**src/verilog/fsps_map.svh**
```systemverilog
`ifndef FSPS_MAP_SVH
`define FSPS_MAP_SVH

// Port address of the control/status register on the plain register port.
`define FSPS_ADDR_CTRL        8'h37
`define FSPS_ADDR_EE_BUSY     8'h38

// Control register bit positions.
`define FSPS_BIT_IE           7
`define FSPS_BIT_RWW_BUSY     6
`define FSPS_BIT_RSVD         5
`define FSPS_BIT_RWW_EN       4
`define FSPS_BIT_LFR          3
`define FSPS_BIT_PGWR         2
`define FSPS_BIT_PGER         1
`define FSPS_BIT_SPEN         0

// Lower five bit command patterns.
`define FSPS_CMD_RWW          5'h11
`define FSPS_CMD_LFR          5'h09
`define FSPS_CMD_WRITE        5'h05
`define FSPS_CMD_ERASE        5'h03
`define FSPS_CMD_LOAD         5'h01

// Pointer values that select lock and fuse bytes.
`define FSPS_Z_FUSE_LOW       16'h0000
`define FSPS_Z_LOCK           16'h0001
`define FSPS_Z_FUSE_EXT       16'h0002
`define FSPS_Z_FUSE_HIGH      16'h0003

// Arming windows in cycles.
`define FSPS_STORE_WIN        3'h4
`define FSPS_LOAD_WIN         3'h3

// Page geometry: 32 words per page, word field is pointer bits 5:1.
`define FSPS_WORD_LSB         1
`define FSPS_WORD_W           5
`define FSPS_PAGE_LSB         6
`define FSPS_PAGE_W           10
`define FSPS_PAGE_WORDS       32

// Programming time, 4.5 ms at 8 ns per cycle.
`define FSPS_PROG_NS          4500000
`define FSPS_CLK_NS           8
`define FSPS_PROG_CYC         (`FSPS_PROG_NS / `FSPS_CLK_NS)

`endif

```
**src/verilog/fsps_pkg.sv**
```systemverilog
`default_nettype none
package fsps_pkg;

    typedef enum logic [3:0] {
        ST_IDLE  = 4'b0001,
        ST_ARMED = 4'b0010,
        ST_ERASE = 4'b0100,
        ST_WRITE = 4'b1000
    } fsps_state_e;

    // Register port request.
    typedef struct packed {
        logic [7:0] addr;
        logic [7:0] wdata;
        logic       wr;
        logic       rd;
    } fsps_reg_req_s;

    // Core store/load instruction request.
    typedef struct packed {
        logic        store;
        logic        load;
        logic [15:0] ptr;
        logic [15:0] data_word_pair;
    } fsps_core_req_s;

    // Flash array command.
    typedef struct packed {
        logic        erase;
        logic        write;
        logic [9:0]  page;
    } fsps_flash_cmd_s;

    typedef struct packed {
        fsps_state_e  state;
        logic [7:0]   ctrl;
        logic [2:0]   win;
        logic [31:0]  timer;
        logic         halt;
        logic [7:0]   rdata;
        logic [7:0]   lpm_data;
        logic         lpm_valid;
        logic [9:0]   op_page;
        logic         flash_start;
        logic [31:0]  loaded;
        logic         ee_q1;
        logic         ee_q2;
        logic         ee_prev;
    } fsps_state_s;

endpackage
`default_nettype wire

```
**src/verilog/fsps_sequencer.sv**
```systemverilog
// How it works
// - Erase pattern then store within four cycles erases
// - Erase uses only page field of pointer
// - Core halted for whole erase
// - Load pattern plus store fills buffer slot
// - Buffer clears after write, rww enable, reset
// - EEPROM write during loading discards buffer
// - Write pattern plus store programs page
// - Core halted while page programmed from buffer
// - Buffer slots load in any order
// - Store accepted from any code address
// - Loads use byte addressing, bit zero selects
// - EEPROM busy blocks programming and fuse reads
// - Pointer one returns lock bits within three
// - Read arming self clears on completion, timeout
// - Pointers zero, three, two return fuse bytes
// - Programmed bits read zero, unprogrammed one
// - Disarmed loads are ordinary program reads
// - Reset does not abort erase or write
// - Control register bit layout as defined
// - Enable bit clears after store or timeout
// - Undefined command patterns have no effect
`timescale 1ns/1ps
`default_nettype none
`include "fsps_map.svh"

module fsps_sequencer #(
    parameter int unsigned PROG_CYCLES = `FSPS_PROG_CYC
) (
    // Clock and reset.
    input  wire logic                   clk_in,
    input  wire logic                   reset_in,
    // Register port.
    input  wire fsps_pkg::fsps_reg_req_s reg_req_in,
    output logic [7:0]                  reg_rdata_out,
    // Core store/load requests and program memory read data.
    input  wire fsps_pkg::fsps_core_req_s core_req_in,
    input  wire logic [15:0]            pmem_word_in,
    output logic [7:0]                  lpm_data_out,
    output logic                        lpm_valid_out,
    output logic                        halt_out,
    // EEPROM write busy flag from the EEPROM block, another domain.
    input  wire logic                   eeprom_write_busy_flag_in,
    // Non-volatile lock and fuse bytes, as stored.
    input  wire logic [7:0]             lock_bits_in,
    input  wire logic [7:0]             fuse_low_byte_in,
    input  wire logic [7:0]             fuse_high_byte_in,
    input  wire logic [7:0]             fuse_extended_byte_in,
    // Flash array side.
    output fsps_pkg::fsps_flash_cmd_s   flash_cmd_out,
    output logic [15:0]                 buf_word_out,
    output logic                        flash_start_out
);

    // ----------------------------------------------------------------
    // Page buffer
    // ----------------------------------------------------------------

    // The buffer array sits outside the state struct so reset only needs the
    // valid mask; stale words are never read while their valid bit is clear.
    logic [15:0] page_buf [`FSPS_PAGE_WORDS];
    logic [15:0]             buf_word_q;

    fsps_pkg::fsps_state_s s_q;
    fsps_pkg::fsps_state_s s_d;

    logic [4:0]              cmd5;
    logic                    ctrl_wr;
    logic                    ee_busy;
    logic                    ee_start;
    logic                    armed_lfr;
    logic                    lfr_take;
    logic                    store_ok;
    logic [`FSPS_WORD_W-1:0] word_idx;
    logic [9:0]              page_idx;
    logic [7:0]              fuse_sel;
    logic [7:0]              pmem_byte;
    logic [7:0]              rd_val;

    assign cmd5     = reg_req_in.wdata[4:0];
    assign ctrl_wr  = reg_req_in.wr && (reg_req_in.addr == `FSPS_ADDR_CTRL);
    assign ee_busy  = s_q.ee_q2;
    assign ee_start = s_q.ee_q2 && !s_q.ee_prev;
    assign armed_lfr = s_q.state == fsps_pkg::ST_ARMED && s_q.ctrl[`FSPS_BIT_LFR];
    assign lfr_take = armed_lfr && core_req_in.load && s_q.win < `FSPS_LOAD_WIN && !ee_busy;
    // any address: no code address qualifies the store.
    assign store_ok = core_req_in.store && s_q.state == fsps_pkg::ST_ARMED && !ee_busy;
    assign page_idx = core_req_in.ptr[`FSPS_PAGE_LSB +: `FSPS_PAGE_W];
    assign word_idx = core_req_in.ptr[`FSPS_WORD_LSB +: `FSPS_WORD_W];
    assign pmem_byte = core_req_in.ptr[0] ? pmem_word_in[15:8] : pmem_word_in[7:0];

    // Lock and fuse byte select; stored values are passed as is.
    // fuse select
    always_comb begin
        case (core_req_in.ptr)
            `FSPS_Z_FUSE_LOW:  fuse_sel = fuse_low_byte_in;
            `FSPS_Z_LOCK:      fuse_sel = lock_bits_in;
            `FSPS_Z_FUSE_EXT:  fuse_sel = fuse_extended_byte_in;
            `FSPS_Z_FUSE_HIGH: fuse_sel = fuse_high_byte_in;
            default:           fuse_sel = 8'hff;
        endcase
    end

    // Register read mux; busy bit and reserved bit read zero.
    // register layout
    always_comb begin
        rd_val = 8'h00;
        if (reg_req_in.addr == `FSPS_ADDR_CTRL) begin
            rd_val = s_q.ctrl;
            rd_val[`FSPS_BIT_RWW_BUSY] = 1'b0;
            rd_val[`FSPS_BIT_RSVD] = 1'b0;
        end else if (reg_req_in.addr == `FSPS_ADDR_EE_BUSY) begin
            rd_val = {7'h00, ee_busy};
        end
    end

    // ----------------------------------------------------------------
    // Next state
    // ----------------------------------------------------------------

    always_comb begin
        s_d = s_q;
        s_d.flash_start = 1'b0;
        s_d.lpm_valid   = 1'b0;
        s_d.ee_q1       = eeprom_write_busy_flag_in;
        s_d.ee_q2       = s_q.ee_q1;
        s_d.ee_prev     = s_q.ee_q2;
        if (reg_req_in.rd) begin
            s_d.rdata = rd_val;
        end

        if (ee_start) begin
            s_d.loaded = 32'h0;
        end

        case (s_q.state)
            fsps_pkg::ST_IDLE: begin
                if (ctrl_wr) begin
                    s_d.ctrl[`FSPS_BIT_IE] = reg_req_in.wdata[`FSPS_BIT_IE];
                end
                // eeprom block and only defined patterns arm.
                if (ctrl_wr && !ee_busy && (cmd5 == `FSPS_CMD_ERASE ||
                        cmd5 == `FSPS_CMD_WRITE || cmd5 == `FSPS_CMD_LOAD ||
                        cmd5 == `FSPS_CMD_LFR || cmd5 == `FSPS_CMD_RWW)) begin
                    s_d.ctrl[4:0] = cmd5;
                    s_d.state     = fsps_pkg::ST_ARMED;
                    s_d.win       = 3'h0;
                    if (cmd5 == `FSPS_CMD_RWW) begin
                        s_d.loaded = 32'h0;
                    end
                end
            end
            fsps_pkg::ST_ARMED: begin
                s_d.win = s_q.win + 3'h1;
                if (ctrl_wr) begin
                    s_d.ctrl[`FSPS_BIT_IE] = reg_req_in.wdata[`FSPS_BIT_IE];
                end
                if (lfr_take) begin
                    // lock read and stored polarity returned unchanged.
                    s_d.lpm_data  = fuse_sel;
                    s_d.lpm_valid = 1'b1;
                    s_d.ctrl[4:0] = 5'h00;
                    s_d.state     = fsps_pkg::ST_IDLE;
                end else if (store_ok && s_q.ctrl[`FSPS_BIT_PGER]) begin
                    s_d.op_page     = page_idx;
                    s_d.timer       = 32'(PROG_CYCLES);
                    s_d.halt        = 1'b1;
                    s_d.flash_start = 1'b1;
                    s_d.state       = fsps_pkg::ST_ERASE;
                end else if (store_ok && s_q.ctrl[`FSPS_BIT_PGWR]) begin
                    s_d.op_page     = page_idx;
                    s_d.timer       = 32'(PROG_CYCLES);
                    s_d.halt        = 1'b1;
                    s_d.flash_start = 1'b1;
                    s_d.state       = fsps_pkg::ST_WRITE;
                end else if (store_ok && s_q.ctrl[4:0] == `FSPS_CMD_LOAD) begin
                    s_d.loaded[word_idx] = 1'b1;
                    s_d.ctrl[4:0] = 5'h00;
                    s_d.state     = fsps_pkg::ST_IDLE;
                end else if (store_ok) begin
                    // Store with rww or read arming just completes.
                    s_d.ctrl[4:0] = 5'h00;
                    s_d.state     = fsps_pkg::ST_IDLE;
                end else if ((armed_lfr && s_q.win == `FSPS_LOAD_WIN - 3'h1) ||
                        s_q.win == `FSPS_STORE_WIN - 3'h1) begin
                    // read timeout and store timeout disarm.
                    s_d.ctrl[4:0] = 5'h00;
                    s_d.state     = fsps_pkg::ST_IDLE;
                end
            end
            fsps_pkg::ST_ERASE, fsps_pkg::ST_WRITE: begin
                // erase halt and write halt hold until timer ends.
                s_d.timer = s_q.timer - 32'h1;
                if (s_q.timer == 32'h1) begin
                    s_d.halt      = 1'b0;
                    s_d.ctrl[4:0] = 5'h00;
                    s_d.state     = fsps_pkg::ST_IDLE;
                    if (s_q.state == fsps_pkg::ST_WRITE) begin
                        s_d.loaded = 32'h0;
                    end
                end
            end
            default: begin
                s_d.state = fsps_pkg::ST_IDLE;
            end
        endcase

        // plain load; a blocked fuse read still answers as a plain read.
        if (core_req_in.load && !lfr_take) begin
            s_d.lpm_data  = pmem_byte;
            s_d.lpm_valid = 1'b1;
        end
    end

    // ----------------------------------------------------------------
    // Registers
    // ----------------------------------------------------------------

    // reset completes: a running operation keeps its state and timer.
    always_ff @(posedge clk_in) begin
        if (reset_in && s_q.state != fsps_pkg::ST_ERASE
                && s_q.state != fsps_pkg::ST_WRITE) begin
            s_q       <= '0;
            s_q.state <= fsps_pkg::ST_IDLE;
        end else begin
            s_q <= s_d;
            if (reset_in) begin
                s_q.loaded <= 32'h0;
            end
        end
    end

    // Buffer data store; unloaded slots read as erased ones.
    always_ff @(posedge clk_in) begin
        if (store_ok && s_q.ctrl[4:0] == `FSPS_CMD_LOAD) begin
            page_buf[word_idx] <= core_req_in.data_word_pair;
        end
        buf_word_q <= s_q.loaded[word_idx] ? page_buf[word_idx] : 16'hffff;
    end

    assign reg_rdata_out          = s_q.rdata;
    assign lpm_data_out           = s_q.lpm_data;
    assign lpm_valid_out          = s_q.lpm_valid;
    assign halt_out               = s_q.halt;
    assign flash_cmd_out.erase    = s_q.state == fsps_pkg::ST_ERASE;
    assign flash_cmd_out.write    = s_q.state == fsps_pkg::ST_WRITE;
    assign flash_cmd_out.page     = s_q.op_page;
    assign flash_start_out        = s_q.flash_start;
    assign buf_word_out           = buf_word_q;
endmodule
`default_nettype wire
```
**config.mk**
```make
export PLATFORM = sky130hd
export DESIGN_NAME = fsps_sequencer
export DESIGN_NICKNAME = d
export VERILOG_FILES = /design/src/verilog/fsps_pkg.sv /design/src/verilog/fsps_sequencer.sv
export VERILOG_INCLUDE_DIRS = /design/src /design/src/verilog
export SDC_FILE = /design/constraint.sdc
export NUM_CORES = 1
export LEC_CHECK = 0
export ABC_AREA = 1
export BUFFER_PORTS_ARGS = -buffer_cell sky130_fd_sc_hd__buf_2
export CAP_MARGIN = 20
export CORE_ASPECT_RATIO = 1.1
export CORE_MARGIN = 2
export CORE_UTILIZATION = 43
export DETAILED_ROUTE_END_ITERATION = 6
export PLACE_DENSITY_LB_ADDON = 0.25
export SETUP_SLACK_MARGIN = 0.15
export SYNTH_ARGS = -nofsm -noshare
export SYNTH_HDL_FRONTEND = slang
export SYNTH_SLANG_ARGS = --single-unit
```
**constraint.sdc**
```tcl
create_clock -name clk_in -period 4.2 [get_ports clk_in]
set_clock_uncertainty 0.05 [all_clocks]
set_input_delay 0.84 -clock clk_in [delete_from_list [all_inputs] [get_ports clk_in]]
set_output_delay 0.84 -clock clk_in [all_outputs]
set_load 0.005 [all_outputs]
```
==> flow_summary.toml, run 1 <==
[outcome]
status = "completed"

[route]
avgViaCountPerCell = 5.543
drc = 0
ant_nets = 0
wire_per_inst_um = 21.25
wl_mm = 66.35
dr_total_vias = 17306
drtPass1Iterations = 5
initialDrtViolationCount = 1375

[sta]
fin_hold_ws_ps = 382.9
hold_viol = 0
period_needed_ps = 2887
fin_crit_sh = 0.6875
slew_violations = 0
max_freq_mhz = 346.3
setup_viol = 0
tightest_slew_ps = 837.7
rsz0062_at_grt = "false"
max-slew-margin-rel = 0.4415
setup_tns_ps = 0
fin_ws_ps = 1313

[cells_and_area]
area_growth_pct = 14.48
seq_area_um2 = 17840
drive_above_1_share = 0.1627
finalInstanceArea_um2 = 29200
multi_input_area_um2 = 6600
nFillCells = 5217
fin_cells = 3122
final_common_cell = "edfxtp_1"
final_core_util = 0.4979
fin_nets = 2415
layout_common_cells = "edfxtp_1 (512), nand2_1 (439), a22oi_1 (256)"

[global_route]
grt_pass1_vias = 17309
antenna_found_initial = 2
grt.busiest_layer = "met2"
met2_usage = 0.3686
use_met3 = 0.04009
grt_usage = 0.2156
grtUsageMet1 = 0.2743
gr-total-overflow = 0
grt_pass1_wl_mm = 100.8
grt_max_degree = 130

[placement]
place_area_um2 = 27070
dp_hpwl_mm = 39.43
gp_congestion = 0.8389
place_worst_setup_slack_ps = 1072
io_buffers = 145
dpl.cell_count = 2996

[power]
power_density_nw_per_um2 = 449.9
ir_drop_v = 0.0002865
p_total_mw = 13.14
p_leak_nw = 10.41

[clock_network]
clkLatencyLatePin_ps = 590
htree_levels = 3
cts_setup_buffers = 0
cts_tree = "done"
cts.sinks = 635
hold_buffers = 0
ctsResizeCount = 0
ctsLongestPathBuffers = 3
cts_buffers = 69
path_clk_slew_ps = 60
clk_root_buffer_cell = "clkbuf_16"

[floorplan]
core_um2 = 58650
pin_count = 150
start_util = 0.4349
die_y_um = 259.4
dieArea_um2 = 61280
die_x_um = 236.2
std_cell_rows = 93

[worst_setup_path]
end_kind = "flip-flop"
reg2regPathDepth = 9
crit_path_max_fanout = 23
reg2reg_to = "s_q[67]"
worstReg2RegStart = "s_q[107]"
crit_path_start = "s_q[107]"
critPathCapture = "s_q[67]"
rrSetupSlack_ps = 1310
worstPathRequired_ps = 4680
crit_type = "flip-flop to flip-flop"
cp.arrival_ps = 3360
cp-start-kind = "flip-flop"

[synthesis]
syn-cell-area_um2 = 25510
synth.avg_cell_area_um2 = 11.83
ys_seq_elements = 635
ys.flop_type = "edfxtp_1"
synthArstFlopShare = 0
synthCells = 2156
ys_seq_area_frac = 0.6993
yosys_warnings = 0
synth-edff-count = 512
ys_types = 43

[hold_path]
whs_path_depth = 2
hp-class = "flip-flop to flip-flop"

[run]
cap_violations = 0
==> cell usage after synthesis (2+ instances only) <==
library cell | n | area share
edfxtp_1 | 512 | 0.60
nand2_1 | 439 | 0.065
nor2_1 | 270 | 0.040
a22oi_1 | 256 | 0.075
dfxtp_1 | 123 | 0.097
inv_1 | 105 | 0.015
nand4_1 | 63 | 0.015
nand3_1 | 61 | 0.012
buf_2 | 54 | 0.011
a21oi_1 | 42 | 0.0082
buf_4 | 38 | 0.011
o21ai_0 | 26 | 0.0051
clkbuf_1 | 25 | 0.0037
inv_2 | 16 | 0.0024
o22ai_1 | 16 | 0.0039
o21ai_1 | 15 | 0.0029
nor2_2 | 14 | 0.0034
nor3_1 | 11 | 0.0022
a31oi_1 | 8 | 0.0020
xor2_1 | 7 | 0.0024
nor3_4 | 6 | 0.0038
ha_1 | 5 | 0.0025
nor2_4 | 5 | 0.0022
o211ai_1 | 5 | 0.0015
or2_2 | 5 | 0.0012
nand2_4 | 4 | 0.0018
buf_6 | 3 | 0.0013
a31o_2 | 2 | 0.00069
buf_1 | 2 | 0.00029
nand2_2 | 2 | 0.00049
nor4_1 | 2 | 0.00049
o21a_1 | 2 | 0.00059
xnor2_1 | 2 | 0.00069
==> worst max-delay path, stage by stage (launching register included) <==
cell and delay, ps:
dfxtp_1 330, nor2_1 160, nand3_1 170, nand2_1 560
nor2_2 70, inv_1 530, nand2_1 420, inv_2 300
o21ai_1 110, a21oi_1 110
==> cells by family after synthesis <==
group / Yosys count / synth area share
AOI/OAI and AO/OA: 375 / 0.1012
xor gates and xnor gates: 9 / 0.003091
adders and majority gates: 5 / 0.002453
buffers and inverters: 246 / 0.04547
DFF: 635 / 0.6993
other: 1 / 0.0001470
and+or+nand+nor: 885 / 0.1483
==> worst min path at each step <==
| stage | start | end | slack [ps] |
|---|---|---|---|
| 3_3_place_gp | s_d[1] | ee_busy | 340 |
| 4_1_cts | eeprom_write_busy_flag_in | s_d[1] | 360 |
| 5_1_grt | eeprom_write_busy_flag_in | s_d[1] | 380 |
| 3_5_place_dp | s_d[1] | ee_busy | 370 |
| 2_1_floorplan | s_d[1] | ee_busy | 340 |
| 6_report | s_d[1] | ee_busy | 380 |
==> routing by layer <==
layer | wire, um | share of wire
met5 | 0 | 0
met4 | 1792 | 0.027
met3 | 4757 | 0.072
met2 | 32450 | 0.49
met1 | 27360 | 0.41
==> power breakdown <==
group	internal (mW)	switching, mW	total [mW]	leakage [nW]
clock	3.27	2.43	5.70	1.02
sequential	6.80	0.0129	6.82	5.59
combinational	0.178	0.442	0.620	3.80
==> area by class of cell <==
type                    count  share of cell area
multi-input cells        1276              0.2260
repair buffers            201             0.04140
well taps                 760             0.03257
clock inverters            35            0.008828
diodes                      2           0.0001714
clock buffers              89             0.06385
inverters                 124             0.01624
flip-flops and latches    635              0.6109
==> flip-flops by register name, indices dropped and copies added (netlist names) <==
register and cells:
page_buf 512, s_q 78, buf_word_out 16, flash_cmd_out 10, lpm_data_out 8, reg_rdata_out 6
ee_busy 1, flash_start_out 1, halt_out 1, lpm_valid_out 1, s_d 1
(Power assumes the default switching activity.)
==> run 2: changes to the inputs <==
Clock period 4.2 ns to 2.9 ns, I/O delays scaled along.
==> run 2 against run 1 <==
Clock-buffer cell count unchanged; combinational power up 50%; clock power up 45%; power up 45%; largest cell class unchanged.
==> flow_summary.toml, run 2 (synthesis gave the netlist of run 1 again) <==
[outcome]
status = "completed"

[clock_network]
clkLatencyLatePin_ps = 620
clk_root_buffer_cell = "clkbuf_16"
cts_tree = "done"
path_clk_slew_ps = 60
htree_levels = 3
cts_buffers = 67
cts_setup_buffers = 0
cts.sinks = 635
ctsLongestPathBuffers = 3
ctsResizeCount = 0
hold_buffers = 0

[sta]
max-slew-margin-rel = 0.5044
fin_crit_sh = 0.8831
setup_viol = 0
period_needed_ps = 2561
max_freq_mhz = 390.5
slew_violations = 0
hold_viol = 0
tightest_slew_ps = 743.4
rsz0062_at_grt = "false"
setup_tns_ps = 0

[worst_setup_path]
reg2regPathDepth = 8
cp-start-kind = "flip-flop"
cp.arrival_ps = 2790
worstReg2RegStart = "s_q[110]"
end_kind = "flip-flop"
rrSetupSlack_ps = 340
crit_type = "flip-flop to flip-flop"
reg2reg_to = "page_buf[4][2]"
crit_path_max_fanout = 17
worstPathRequired_ps = 3130

[route]
wl_mm = 66.52
drc = 0
initialDrtViolationCount = 1410
dr_total_vias = 17163
avgViaCountPerCell = 5.473
wire_per_inst_um = 21.21
ant_nets = 0
drtPass1Iterations = 6

[hold_path]
hp-class = "input pin to flip-flop"
holdPathEnd = "s_d[1]"
hp-start = "eeprom_write_busy_flag_in"
whs_path_depth = 3

[floorplan]
die_y_um = 259.4
start_util = 0.4349
die_x_um = 236.2
std_cell_rows = 93
core_um2 = 58650
pin_count = 150
dieArea_um2 = 61280

[cells_and_area]
finalInstanceArea_um2 = 29430
drive_above_1_share = 0.1680
largest_reg_flops = 512
area_growth_pct = 15.40
regMostFlops = "page_buf"
layout_common_cells = "edfxtp_1 (512), nand2_1 (439), a22oi_1 (256)"
final_common_cell = "edfxtp_1"
fin_nets = 2428

[global_route]
grt_max_degree = 108
grt_usage = 0.2153
antenna_found_initial = 1
grt_pass1_vias = 17021
gr-total-overflow = 0
grt_pass1_wl_mm = 100.4

[placement]
dp_hpwl_mm = 41.17
io_buffers = 145
gp_congestion = 0.8554
place_area_um2 = 27310

[power]
ir_drop_v = 0.0004000
p_leak_nw = 10.54
power_density_nw_per_um2 = 647.7

[run]
cap_violations = 0
==> run 2: cell count changes in the layout (fill, tap and decap cells not counted), moves of 2 or more <==
cell,delta
buf_12,+10
buf_4,+5
clkinv_2,+5
clkbuf_1,+3
clkbuf_16,-3
clkinv_1,-3
clkinvlp_2,-3
inv_16,+3
inv_6,-2
==> run 2: per-layer routing <==
metal,track usage,vias up,part of all wire
met2,0.3720,643,0.49
met3,0.03615,123,0.064
li1,-,8058,-
met1,0.2749,8339,0.41
met5,0,-,0
met4,0.07560,0,0.029
==> run 2: cell type report <==
| cell class | count | area (um^2) |
|---|---|---|
| clock inverter | 35 | 321.6 |
| multi-input combinational | 1276 | 6600 |
| clock buffer | 89 | 1800 |
| timing repair buffer | 216 | 1446 |
| sequential | 635 | 17840 |
| inverter | 124 | 474.2 |
| tap | 760 | 950.9 |
| fill | 5186 | 29210 |
| antenna | 1 | 2.502 |
==> run 2: how the worst max path moves through the flow <==
stage	from	to	slack [ps]	cells after the start
floorplan	core_req_in[19]	page_buf[22][0]	360	7
global placement	core_req_in[33]	page_buf[4][9]	320	8
detailed placement	core_req_in[33]	page_buf[4][2]	320	8
CTS	s_q[110]	page_buf[4][2]	340	8
global route	s_q[110]	page_buf[4][7]	160	8
finish	s_q[110]	page_buf[4][2]	340	8
==> run 2: per-stage QoR <==
step	util	std cells	power [mW]	worst slack (ps)	hold slack, ps
final	0.5019	3136	19.06	339.0	111.2
after global routing	0.5019	3136	19.70	156.1	121.1
after CTS	0.5018	3135	19.24	335.9	85.63
after detailed placement	0.4657	3011	11.00	315.3	352.8
after global placement	0.4657	3011	10.98	320.9	342.7
after floorplan	-	2157	10.58	356.9	340.5
==> run 2: power by group <==
part	total, mW	internal [mW]	switching (mW)
Clock	8.26	4.71	3.55
Sequential	9.87	9.85	0.0190
Combinational	0.932	0.271	0.661
==> run 2: worst max-delay path, cell delays in order (launching register included) <==
cell	delay [ps]
dfxtp_1	340
nor2_1	190
nand2_1	170
nor2_2	180
nand3_2	250
nor3_1	430
inv_1	220
nor2_2	120
buf_4	280
